$ cat src/design/fcs_pkg.sv
// package: constants and types for the flash command sequencer
`default_nettype none
package fcs_pkg;
  // ahb-lite register map
  localparam logic [11:0] REG_CTL_STATUS  = 12'h000;
  localparam logic [11:0] REG_CMD_WINDOW  = 12'h004;
  localparam logic [11:0] REG_ID_DATA     = 12'h008;
  localparam logic [11:0] REG_RESULT      = 12'h00c;
  // flash_ctl_status field positions
  localparam int          BIT_DONE        = 0;
  localparam int          BIT_ISSUE       = 1;
  localparam int          BIT_ROMKIND     = 2;
  localparam int          LOCK_LO         = 4;
  // command window address fields
  localparam int          ADDR_CHIP       = 20;
  localparam int          ADDR_CMD_HI     = 15;
  localparam int          ADDR_CMD_LO     = 8;
  localparam int          ADDR_ID_LO      = 14;
  localparam int          ADDR_AREA_LO    = 14;
  localparam logic [7:0]  OFS_55          = 8'h55;
  localparam logic [7:0]  OFS_AA          = 8'haa;
  // command data codes
  localparam logic [7:0]  D_UNLOCK1       = 8'haa;
  localparam logic [7:0]  D_UNLOCK2       = 8'h55;
  localparam logic [7:0]  D_RESET         = 8'hf0;
  localparam logic [7:0]  D_IDREAD        = 8'h90;
  localparam logic [7:0]  D_IDADDR        = 8'h00;
  localparam logic [7:0]  D_PAGE          = 8'ha0;
  localparam logic [7:0]  D_ERASE         = 8'h80;
  localparam logic [7:0]  D_CHIP_ERASE    = 8'h10;
  localparam logic [7:0]  D_BLOCK_ERASE   = 8'h30;
  localparam logic [7:0]  D_LOCK_PROG     = 8'h9a;
  localparam logic [7:0]  D_LOCK_ERASE    = 8'h6a;
  localparam logic [3:0]  LOCK_ALL        = 4'hf;
  localparam logic [3:0]  LOCK_NONE       = 4'h0;
  localparam logic        ROM_KIND_FLASH  = 1'b0;
  localparam logic [31:0] CTL_RESET       = 32'h0000_0001;
  localparam int          PAGE_WORDS      = 4;
  // automatic operation durations (ns) and cycle counts at 250 MHz
  localparam int          CLK_NS          = 4;
  localparam int          T_PROG_NS       = 400;
  localparam int          T_ERASE_NS      = 2000;
  localparam int          PROG_CYC        = T_PROG_NS / CLK_NS;
  localparam int          ERASE_CYC       = T_ERASE_NS / CLK_NS;
  // arbitrary neutral identification values
  localparam logic [31:0] ID_MAKER        = 32'h0000_005a;
  localparam logic [31:0] ID_PART         = 32'h0000_00a5;
  localparam logic [31:0] ID_KIND         = 32'h0000_0011;

  typedef enum logic [1:0] {ACT_NONE, ACT_PROG, ACT_ERASE, ACT_LOCK} fcs_act_t;

  typedef struct packed {
    logic [20:0] addr;
    logic [31:0] data;
  } fcs_cmd_t;
endpackage : fcs_pkg
`default_nettype wire

$ cat src/design/fcs_sequencer.sv
// module: flash command sequencer with ahb-lite control/status registers
//
// Implementation choices: the AHB-Lite slave port and the address map.
`default_nettype none
module fcs_sequencer (
  input  wire logic        clk,          // system clock
  input  wire logic        arst_n,       // async reset, active low
  input  wire logic        hsel,         // ahb slave select
  input  wire logic [31:0] haddr,        // ahb address
  input  wire logic [1:0]  htrans,       // ahb transfer type
  input  wire logic        hwrite,       // ahb write
  input  wire logic [2:0]  hsize,        // ahb size
  input  wire logic [31:0] hwdata,       // ahb write data
  input  wire logic        hready,       // ahb bus ready
  output logic      [31:0] hrdata,       // ahb read data
  output logic             hreadyout,    // ahb slave ready
  output logic             hresp,        // ahb response
  input  wire logic        op_fail,      // array reports failed operation
  output logic             arr_prog,     // pulse: program a word
  output logic             arr_erase,    // pulse: erase request
  output logic             arr_erase_all,// erase is whole array
  output logic             arr_chip,     // array selected for the operation
  output logic      [20:0] arr_addr,     // array word address
  output logic      [31:0] arr_wdata,    // program word
  output logic             secure        // secure state: block outside reads
);
  // ------------------------------------------------------------------
  // ahb-lite slave
  // ------------------------------------------------------------------
  logic        wr_pend_q, rd_pend_q;
  logic [11:0] adr_q;
  logic        issue_q;
  logic [3:0]  lock_q;
  logic        busy_q, fail_q;
  logic        idmode_q;
  logic [1:0]  id_sel_q;
  logic [31:0] id_val;
  logic [2:0]  step_q;
  logic [7:0]  cmd_q;
  logic        chip_q;
  logic [20:0] pa_q;
  logic [2:0]  pw_q;
  fcs_pkg::fcs_act_t act_q;
  logic [15:0] cnt_q;
  logic        erase_all_q;
  logic [1:0]  pair_q;
  logic [1:0]  lockbit_q;

  function automatic logic [7:0] cmd_ofs(input logic [20:0] a);
    cmd_ofs = a[fcs_pkg::ADDR_CMD_HI:fcs_pkg::ADDR_CMD_LO];
  endfunction : cmd_ofs

  wire take = hsel & hready & htrans[1];

  assign hreadyout = 1'b1;
  assign hresp     = 1'b0;

  always_ff @(posedge clk or negedge arst_n) begin
    if (!arst_n) begin
      wr_pend_q <= 1'b0;
      rd_pend_q <= 1'b0;
      adr_q     <= 12'h000;
    end else begin
      wr_pend_q <= take & hwrite;
      rd_pend_q <= take & ~hwrite;
      if (take) begin
        adr_q <= haddr[11:0];
      end
    end
  end

  always_comb begin
    unique case (id_sel_q)
      2'h0:    id_val = fcs_pkg::ID_MAKER;
      2'h1:    id_val = fcs_pkg::ID_PART;
      2'h2:    id_val = fcs_pkg::ID_KIND;
      default: id_val = {28'h0000000, lock_q};
    endcase
  end

  always_ff @(posedge clk or negedge arst_n) begin
    if (!arst_n) begin
      hrdata <= 32'h0000_0000;
    end else if (take & ~hwrite) begin
      unique case (haddr[11:0])
        fcs_pkg::REG_CTL_STATUS: begin
          hrdata                       <= 32'h0000_0000;
          hrdata[fcs_pkg::BIT_DONE]    <= ~busy_q & ~fail_q;
          hrdata[fcs_pkg::BIT_ISSUE]   <= issue_q;
          hrdata[fcs_pkg::BIT_ROMKIND] <= fcs_pkg::ROM_KIND_FLASH;
          hrdata[fcs_pkg::LOCK_LO+:4]  <= lock_q;
        end
        fcs_pkg::REG_ID_DATA: hrdata <= idmode_q ? id_val : 32'h0000_0000;
        fcs_pkg::REG_RESULT:  hrdata <= {29'h0, act_q, fail_q};
        default:              hrdata <= 32'h0000_0000;
      endcase
    end
  end

  // ------------------------------------------------------------------
  // control register
  // ------------------------------------------------------------------
  wire ctl_wr = wr_pend_q & (adr_q == fcs_pkg::REG_CTL_STATUS);
  wire cmd_wr = wr_pend_q & (adr_q == fcs_pkg::REG_CMD_WINDOW);

  always_ff @(posedge clk or negedge arst_n) begin
    if (!arst_n) begin
      issue_q <= fcs_pkg::CTL_RESET[fcs_pkg::BIT_ISSUE];
    end else if (ctl_wr) begin
      issue_q <= hwdata[fcs_pkg::BIT_ISSUE];
    end
  end

  // ------------------------------------------------------------------
  // command decode
  // ------------------------------------------------------------------
  // command window data: bits 20:0 address, byte 0 data; full word for programming
  fcs_pkg::fcs_cmd_t cw;
  assign cw = {hwdata[20:0], hwdata};
  wire [7:0]  d    = hwdata[7:0];
  wire [7:0]  ofs  = cmd_ofs(hwdata[20:0]);
  wire        is55 = (ofs == fcs_pkg::OFS_55);
  wire        isaa = (ofs == fcs_pkg::OFS_AA);
  wire        sec  = (lock_q == fcs_pkg::LOCK_ALL);
  // page writes go to the address held in the command window data field
  wire        cmd_ok = cmd_wr & issue_q & ~busy_q;
  wire        reset_w = cmd_wr & issue_q & (d == fcs_pkg::D_RESET) & ~busy_q;
  wire        fail_clr = cmd_wr & issue_q & (d == fcs_pkg::D_RESET) & fail_q;

  function automatic logic area_locked(input logic [3:0] l, input logic c, input logic a19);
    area_locked = l[{c, a19}];
  endfunction : area_locked

  logic        start_prog, start_erase, start_lock, erase_all_d;
  always_comb begin
    start_prog  = 1'b0;
    start_erase = 1'b0;
    start_lock  = 1'b0;
    erase_all_d = 1'b0;
    if (cmd_ok && !reset_w) begin
      unique case (step_q)
        3'd5: start_erase = (cmd_q == fcs_pkg::D_ERASE) && !sec &&
                            ((is55 && d == fcs_pkg::D_CHIP_ERASE) || d == fcs_pkg::D_BLOCK_ERASE);
        3'd6: start_lock  = (d == cmd_q);
        default: ;
      endcase
      erase_all_d = d == fcs_pkg::D_CHIP_ERASE;
    end
  end

  always_ff @(posedge clk or negedge arst_n) begin
    if (!arst_n) begin
      step_q   <= 3'd0;
      cmd_q    <= 8'h00;
      chip_q   <= 1'b0;
      idmode_q <= 1'b0;
      id_sel_q <= 2'h0;
      pair_q   <= 2'h0;
      lockbit_q <= 2'h0;
    end else if (reset_w || fail_clr) begin
      step_q   <= 3'd0;
      idmode_q <= 1'b0;
    end else if (cmd_ok) begin
      step_q <= 3'd0;
      unique case (step_q)
        3'd0: if (isaa == 1'b0 && is55 && d == fcs_pkg::D_UNLOCK1 && !idmode_q) begin
          step_q <= 3'd1;
          chip_q <= hwdata[fcs_pkg::ADDR_CHIP];
        end else if (idmode_q) begin
          id_sel_q <= hwdata[fcs_pkg::ADDR_ID_LO+:2];
        end
        3'd1: if (isaa && d == fcs_pkg::D_UNLOCK2) step_q <= 3'd2;
        3'd2: if (is55) begin
          cmd_q <= d;
          if (d == fcs_pkg::D_IDREAD && !sec) step_q <= 3'd3;
          else if (d == fcs_pkg::D_PAGE && !sec) step_q <= 3'd3;
          else if (d == fcs_pkg::D_ERASE && !sec) step_q <= 3'd3;
          else if (d == fcs_pkg::D_LOCK_PROG && !sec) step_q <= 3'd3;
          else if (d == fcs_pkg::D_LOCK_ERASE) step_q <= 3'd3;
        end
        3'd3: if (cmd_q == fcs_pkg::D_IDREAD) begin
          if (d == fcs_pkg::D_IDADDR) begin
            idmode_q <= 1'b1;
            id_sel_q <= hwdata[fcs_pkg::ADDR_ID_LO+:2];
          end
        end else if (cmd_q != fcs_pkg::D_PAGE && is55 && d == fcs_pkg::D_UNLOCK1) begin
          step_q <= 3'd4;
        end
        3'd4: if (isaa && d == fcs_pkg::D_UNLOCK2) step_q <= 3'd5;
        3'd5: if (is55 && (cmd_q == fcs_pkg::D_LOCK_PROG || cmd_q == fcs_pkg::D_LOCK_ERASE) && d == cmd_q)
          step_q <= 3'd6;
        3'd6: begin
          pair_q    <= {2{hwdata[fcs_pkg::ADDR_AREA_LO+1]}} & 2'b11;
          lockbit_q <= hwdata[fcs_pkg::ADDR_AREA_LO+:2];
        end
        default: ;
      endcase
    end
  end

  // ------------------------------------------------------------------
  // automatic operation engine
  // ------------------------------------------------------------------
  wire page_start = cmd_ok && step_q == 3'd3 && cmd_q == fcs_pkg::D_PAGE &&
                    !area_locked(lock_q, hwdata[fcs_pkg::ADDR_CHIP], hwdata[19]);

  always_ff @(posedge clk or negedge arst_n) begin
    if (!arst_n) begin
      busy_q      <= 1'b0;
      fail_q      <= 1'b0;
      act_q       <= fcs_pkg::ACT_NONE;
      cnt_q       <= 16'h0000;
      erase_all_q <= 1'b0;
      lock_q      <= fcs_pkg::LOCK_NONE;
      pa_q        <= 21'h000000;
      pw_q        <= 3'd0;
      arr_prog    <= 1'b0;
      arr_erase   <= 1'b0;
      arr_addr    <= 21'h000000;
      arr_wdata   <= 32'h0000_0000;
      arr_chip    <= 1'b0;
    end else begin
      arr_prog  <= 1'b0;
      arr_erase <= 1'b0;
      if (fail_clr) begin
        fail_q <= 1'b0;
        busy_q <= 1'b0;
        act_q  <= fcs_pkg::ACT_NONE;
      end else if (page_start) begin
        busy_q    <= 1'b1;
        act_q     <= fcs_pkg::ACT_PROG;
        pa_q      <= hwdata[20:0];
        pw_q      <= 3'd1;
        arr_prog  <= 1'b1;
        arr_addr  <= hwdata[20:0];
        arr_chip  <= hwdata[fcs_pkg::ADDR_CHIP];
        arr_wdata <= hwdata;
        cnt_q     <= 16'(fcs_pkg::PROG_CYC);
      end else if (start_erase) begin
        busy_q      <= 1'b1;
        act_q       <= fcs_pkg::ACT_ERASE;
        erase_all_q <= erase_all_d;
        arr_erase   <= 1'b1;
        arr_chip    <= chip_q;
        arr_addr    <= hwdata[20:0];
        cnt_q       <= 16'(fcs_pkg::ERASE_CYC);
      end else if (start_lock && !chip_q) begin
        busy_q <= 1'b1;
        act_q  <= fcs_pkg::ACT_LOCK;
        if (cmd_q == fcs_pkg::D_LOCK_ERASE && sec) begin
          erase_all_q <= 1'b1;
          arr_erase   <= 1'b1;
          cnt_q       <= 16'(fcs_pkg::ERASE_CYC);
        end else begin
          erase_all_q <= 1'b0;
          cnt_q       <= 16'(fcs_pkg::PROG_CYC);
        end
      end else if (busy_q && !fail_q) begin
        if (op_fail) begin
          fail_q <= 1'b1;
        end else if (act_q == fcs_pkg::ACT_PROG && cmd_wr && pw_q < 3'(fcs_pkg::PAGE_WORDS)) begin
          pw_q      <= pw_q + 3'd1;
          arr_prog  <= 1'b1;
          arr_addr  <= pa_q + 21'({pw_q, 2'b00});
          arr_wdata <= hwdata;
        end else if (cnt_q != 16'h0000) begin
          cnt_q <= cnt_q - 16'h0001;
        end else if (act_q != fcs_pkg::ACT_PROG || pw_q == 3'(fcs_pkg::PAGE_WORDS)) begin
          busy_q <= 1'b0;
          act_q  <= fcs_pkg::ACT_NONE;
          if (act_q == fcs_pkg::ACT_LOCK) begin
            if (cmd_q == fcs_pkg::D_LOCK_PROG) lock_q[lockbit_q] <= 1'b1;
            else if (erase_all_q) lock_q <= fcs_pkg::LOCK_NONE;
            else if (pair_q[0]) lock_q[3:2] <= 2'b00;
            else lock_q[1:0] <= 2'b00;
          end
        end
      end
    end
  end

  assign arr_erase_all = erase_all_q;
  assign secure        = sec;
endmodule : fcs_sequencer
`default_nettype wire
$ cat config.mk
export PLATFORM = sky130hd
export DESIGN_NAME = fcs_sequencer
export DESIGN_NICKNAME = d
export VERILOG_FILES = /design/src/design/fcs_pkg.sv /design/src/design/fcs_sequencer.sv
export SDC_FILE = /design/constraint.sdc
export NUM_CORES = 1
export LEC_CHECK = 0
export BUFFER_PORTS_ARGS = -buffer_cell sky130_fd_sc_hd__buf_2
export CORE_MARGIN = 5
export CORE_UTILIZATION = 35
export CTS_CLUSTER_DIAMETER = 200
export DETAILED_ROUTE_END_ITERATION = 10
export GPL_TIMING_DRIVEN = 0
export PLACE_DENSITY = 0.67
export SETUP_SLACK_MARGIN = 0.15
export SYNTH_ARGS = -nofsm -noshare
export SYNTH_HDL_FRONTEND = slang
export SYNTH_SLANG_ARGS = --single-unit
$ cat constraint.sdc
create_clock -name clk -period 3.3 [get_ports clk]
set_input_delay 0.165 -clock clk [delete_from_list [all_inputs] [get_ports clk]]
set_output_delay 0.165 -clock clk [all_outputs]
set_load 0.02 [all_outputs]
==> summary.md <==
| Metric | Value |
|---|---|
| Largest net degree at the start of global routing | 74 |
| Vias in the first global route | 6,173 |
| Hold path startpoint | haddr[5] |
| Vias/cell | 5.09 |
| Sw power | 1.08 mW |
| CP max FO | 10 |
| DP Wirelength | 14,500 um |
| Min Tclk post-route | 2.83 ns |
| Switch share | 0.250 |
| Portion of netlist area occupied by mux cells | 0.179 |
| First-pass GRT wire length | 32,500 um |
| Largest family of logic cells by synthesized area | multiplexers |
| Crit Reg-Reg Startpoint | adr_q[4]$_DFFE_PN0P_ |
| TNS Setup | 0 ns |
| Hold EP | adr_q[5]$_DFFE_PN0P_ |
| Clock share of power | 0.460 |
| Worst slew pin tran | 0.741 ns |
| Critical-path cell list | nor4_2 > nand4_1 > nor3_1 > nand2_1 > nand2_2 > buf_2 > mux2_2 |
| Syn Std Cell Area | 7910 sq um |
| Critical path type | reg -> reg |
| Status | finished, final reports clean |
| Hold depth | 2 |
| Synth Area in Simple Gates | 0.170 |
| Port-buffer cells | 111 |
| Relative contribution of sequential cells to total power | 0.440 |
| Yosys cell types | 75 |
| Delay of the slowest critical-path stage | 0.52 ns |
| Register area share after synthesis | 0.456 |
| Starting DRT DRC Count | 308 |
| # IOs | 167 |
| Reg2Reg Setup Slack | 0.47 ns |
| Antenna diodes | 0 |
| Synth Register Bits | 144 |
| H-tree depth | 4 |
| Worst EP arrival | 3.14 ns |
| Area grow syn2layout | 23.9% |
| Core Region | 22,400 sq um |
| # Post-CTS Setup Buffers | 0 |
| Overall power | 4.34 mW |
| Clk pin slew, worst setup/hold paths | 0.06 ns |
| Worst-path cell with the longest stage delay | nor4_2 |
| Wirelength per Cell | 16.6 um |
| GRT Residual Overflow | 0 |
| Root Driver | clkbuf_16 |
| Setup-failing EPs final | 0 |
| Most instantiated library cell after synthesis | dfrtp_1 |
| Cell area after placement | 8940 sq um |
| Initial antenna violation count | 1 |
| Syn Inst Count | 715 |
| Post-cts hold buffer count | 25 |
| Top cells by count, synth | dfrtp_1 (144), mux2_2 (88), nand2_1 (64), o21ai_0 (32), buf_4 (29) |
| CTS buffer count | 17 |
| Post-route cell area | 9800 sq um |
| GRT Resource Usage Total | 0.157 |
| Max-slew violation count | 0 |
| ANT nets after route | 0 |
| Synth Area in XOR/XNOR | 0.0277 |
| Min-Delay Path Class | in -> reg |
| Max-capacitance violation count | 0 |
| Mean post-synth cell area | 11.1 sq um |
| Biggest area consumer among synthesized cells | dfrtp_1 |
| Placed cell count | 1,136 |
| Final WS setup | 0.469 ns |
| P_int | 3.25 mW |
| Detailed-route via count | 6,078 |
| Final worst path period share | 0.858 |
| WP data required | 3.61 ns |
| Adder-Cell Fraction of Synth Area | 0.0199 |
| Yosys top cell area share | 0.456 |
| Fmax | 0.353 GHz |
| CTS sink count | 144 |
| Comb power frac | 0.100 |
| Setup WS pre-CTS | 0.448 ns |
| Fin. Hold Viols | 0 |
| Row count | 55 |
| Routability cong. | 0.866 |
| Pwr Density | 442 nW/um^2 |
| Rel. slew slack | 0.501 |
| Max clock buf depth | 2 |
| Main synth FF type | dfrtp_1 |
| RSZ-0062 raised after global routing | false |
| Iteration count of the initial detailed-routing pass | 5 |
| R2r endpoint | arr_wdata[28]$_DFFE_PN0P_ |
| Fillers | 2,145 |
| CTS tree | built |
| Initial core utilization | 0.353 |
| Post-Route WL | 19,800 um |
| Vert. Die Dim | 160 um |
| Async set-reset flop share out of synthesis | 1.00 |
| Post-CTS resize count | 0 |
| Layout cell share with drive strength beyond 1 | 0.363 |
| Startpoint Class | flop |
| Yosys Warn Count | 0 |
| Post-synth EDFFs | 0 |
| Clock latency on the worst-skew pair | 0.43 ns |
| Die X | 160 um |
| Residual DRC count | 0 |
| Clock Skews | 0.00911 ns |
| Fin Hold WS | 0.0102 ns |
| Synth Area in Compound Gates | 0.0930 |
| Critical path capture point type | flop |
| Lkg Pwr | 4.40 nW |
| Final Util | 0.437 |
| Nets | 982 |
| R2R cell count | 7 |
| Area contributors post-synth | dfrtp_1 (46%), mux2_2 (13%), mux2_4 (4.4%) |
| DIE AREA | 25,700 sq um |
| Final cell count without fillers | 1,193 |
| Maximum VDD drop | 0.374 mV |
critical path: cells and delay by family (launching register included):
family / cells / cell delay [ns]
simple gates: 5 / 1.60
flops: 1 / 0.39
mux: 1 / 0.38
buf+inv: 1 / 0.34
logic make-up (layout without fill, tap and decap cells):
kind of cell | after synthesis | in the layout
fa+ha+maj | 12 | 12
simple gates | 228 | 228
compound gates | 111 | 111
mux | 118 | 118
other cells | 2 | 26
buf+inv | 75 | 244
flops | 144 | 144
xor+xnor | 25 | 25
cells in the final DEF, fill, tap and decap left out, types with 4 or more instances in the layout:
| cell type | synthesis | layout |
|---|---|---|
| dfrtp_1 | 144 | 144 |
| buf_2 | 9 | 119 |
| mux2_2 | 88 | 88 |
| nand2_1 | 64 | 64 |
| o21ai_0 | 32 | 32 |
| buf_4 | 29 | 29 |
| nor2_1 | 26 | 26 |
| conb_1 | 2 | 26 |
| dlygate4sd3_1 | 0 | 25 |
| inv_1 | 24 | 24 |
| mux2_4 | 23 | 23 |
| nor3_1 | 21 | 21 |
| a21oi_1 | 18 | 18 |
| a31oi_1 | 17 | 17 |
| clkbuf_16 | 0 | 17 |
| nand3_1 | 16 | 16 |
| nand4_1 | 15 | 15 |
| xnor2_1 | 14 | 14 |
| nor4_1 | 12 | 12 |
| clkbuf_1 | 10 | 11 |
| xor2_1 | 11 | 11 |
| ha_1 | 11 | 11 |
| nor2b_1 | 7 | 7 |
| and3_1 | 6 | 6 |
| mux2i_1 | 6 | 6 |
| a21o_1 | 5 | 5 |
| buf_6 | 3 | 4 |
| o21a_1 | 4 | 4 |
| and2_1 | 4 | 4 |
| nor3b_1 | 4 | 4 |
| or3_1 | 4 | 4 |
| nand2b_1 | 4 | 4 |
| a22oi_1 | 4 | 4 |
per-layer routing:
layer / global-route usage / routed length, um / vias to the layer above
met5: 0 / 13 / -
met4: 0.0516 / 315 / 2
met3: 0.0372 / 872 / 25
met2: 0.263 / 9850 / 139
met1: 0.201 / 8790 / 2988
li1: - / - / 2924
power by group through the flow:
stage                     Combinational (mW)  Clock, mW  Sequential [mW]
final                                  0.434       1.99             1.91
after global routing                   0.479       2.11             1.92
after CTS                              0.439       2.04             1.91
after detailed placement               0.415          0             1.94
after global placement                 0.405          0             1.93
after floorplan                        0.214          0             1.97
registers in the layout (all words and copies together), names as in the netlist, 2 cells and up:
| signal | count |
|---|---|
| step_q | 3 |
| lock_q | 4 |
| hrdata | 8 |
| cnt_q | 16 |
| arr_addr | 21 |
| arr_wdata | 32 |
| pa_q | 21 |
| pw_q | 3 |
| cmd_q | 8 |
| act_q | 2 |
| adr_q | 12 |
| id_sel_q | 2 |
final cells by class:
| type | instances | area (sq um) | area share |
|---|---|---|---|
| timing repair buffer | 137 | 840 | 0.0857 |
| inverter | 24 | 90.1 | 0.00919 |
| sequential | 144 | 3600 | 0.368 |
| clock buffer | 19 | 443 | 0.0452 |
| clock inverter | 13 | 163 | 0.0166 |
| buffer | 51 | 334 | 0.0341 |
| tap | 285 | 357 | 0.0364 |
| multi-input combinational | 520 | 3970 | 0.405 |
worst max path at each step:
stage	startpoint	end	slack [ns]
finish	adr_q[4]$_DFFE_PN0P_	arr_wdata[28]$_DFFE_PN0P_	0.47
global route	adr_q[4]$_DFFE_PN0P_	arr_wdata[28]$_DFFE_PN0P_	0.20
CTS	adr_q[4]$_DFFE_PN0P_	arr_wdata[28]$_DFFE_PN0P_	0.43
detailed placement	adr_q[4]$_DFFE_PN0P_	arr_wdata[28]$_DFFE_PN0P_	0.45
global placement	arst_n	arr_wdata[29]$_DFFE_PN0P_	-0.13
floorplan	cmd_q[0]$_DFFE_PN0P_	arr_addr[17]$_DFFE_PN0P_	1.0
No activity file was read; power rests on OpenSTA's default activity.
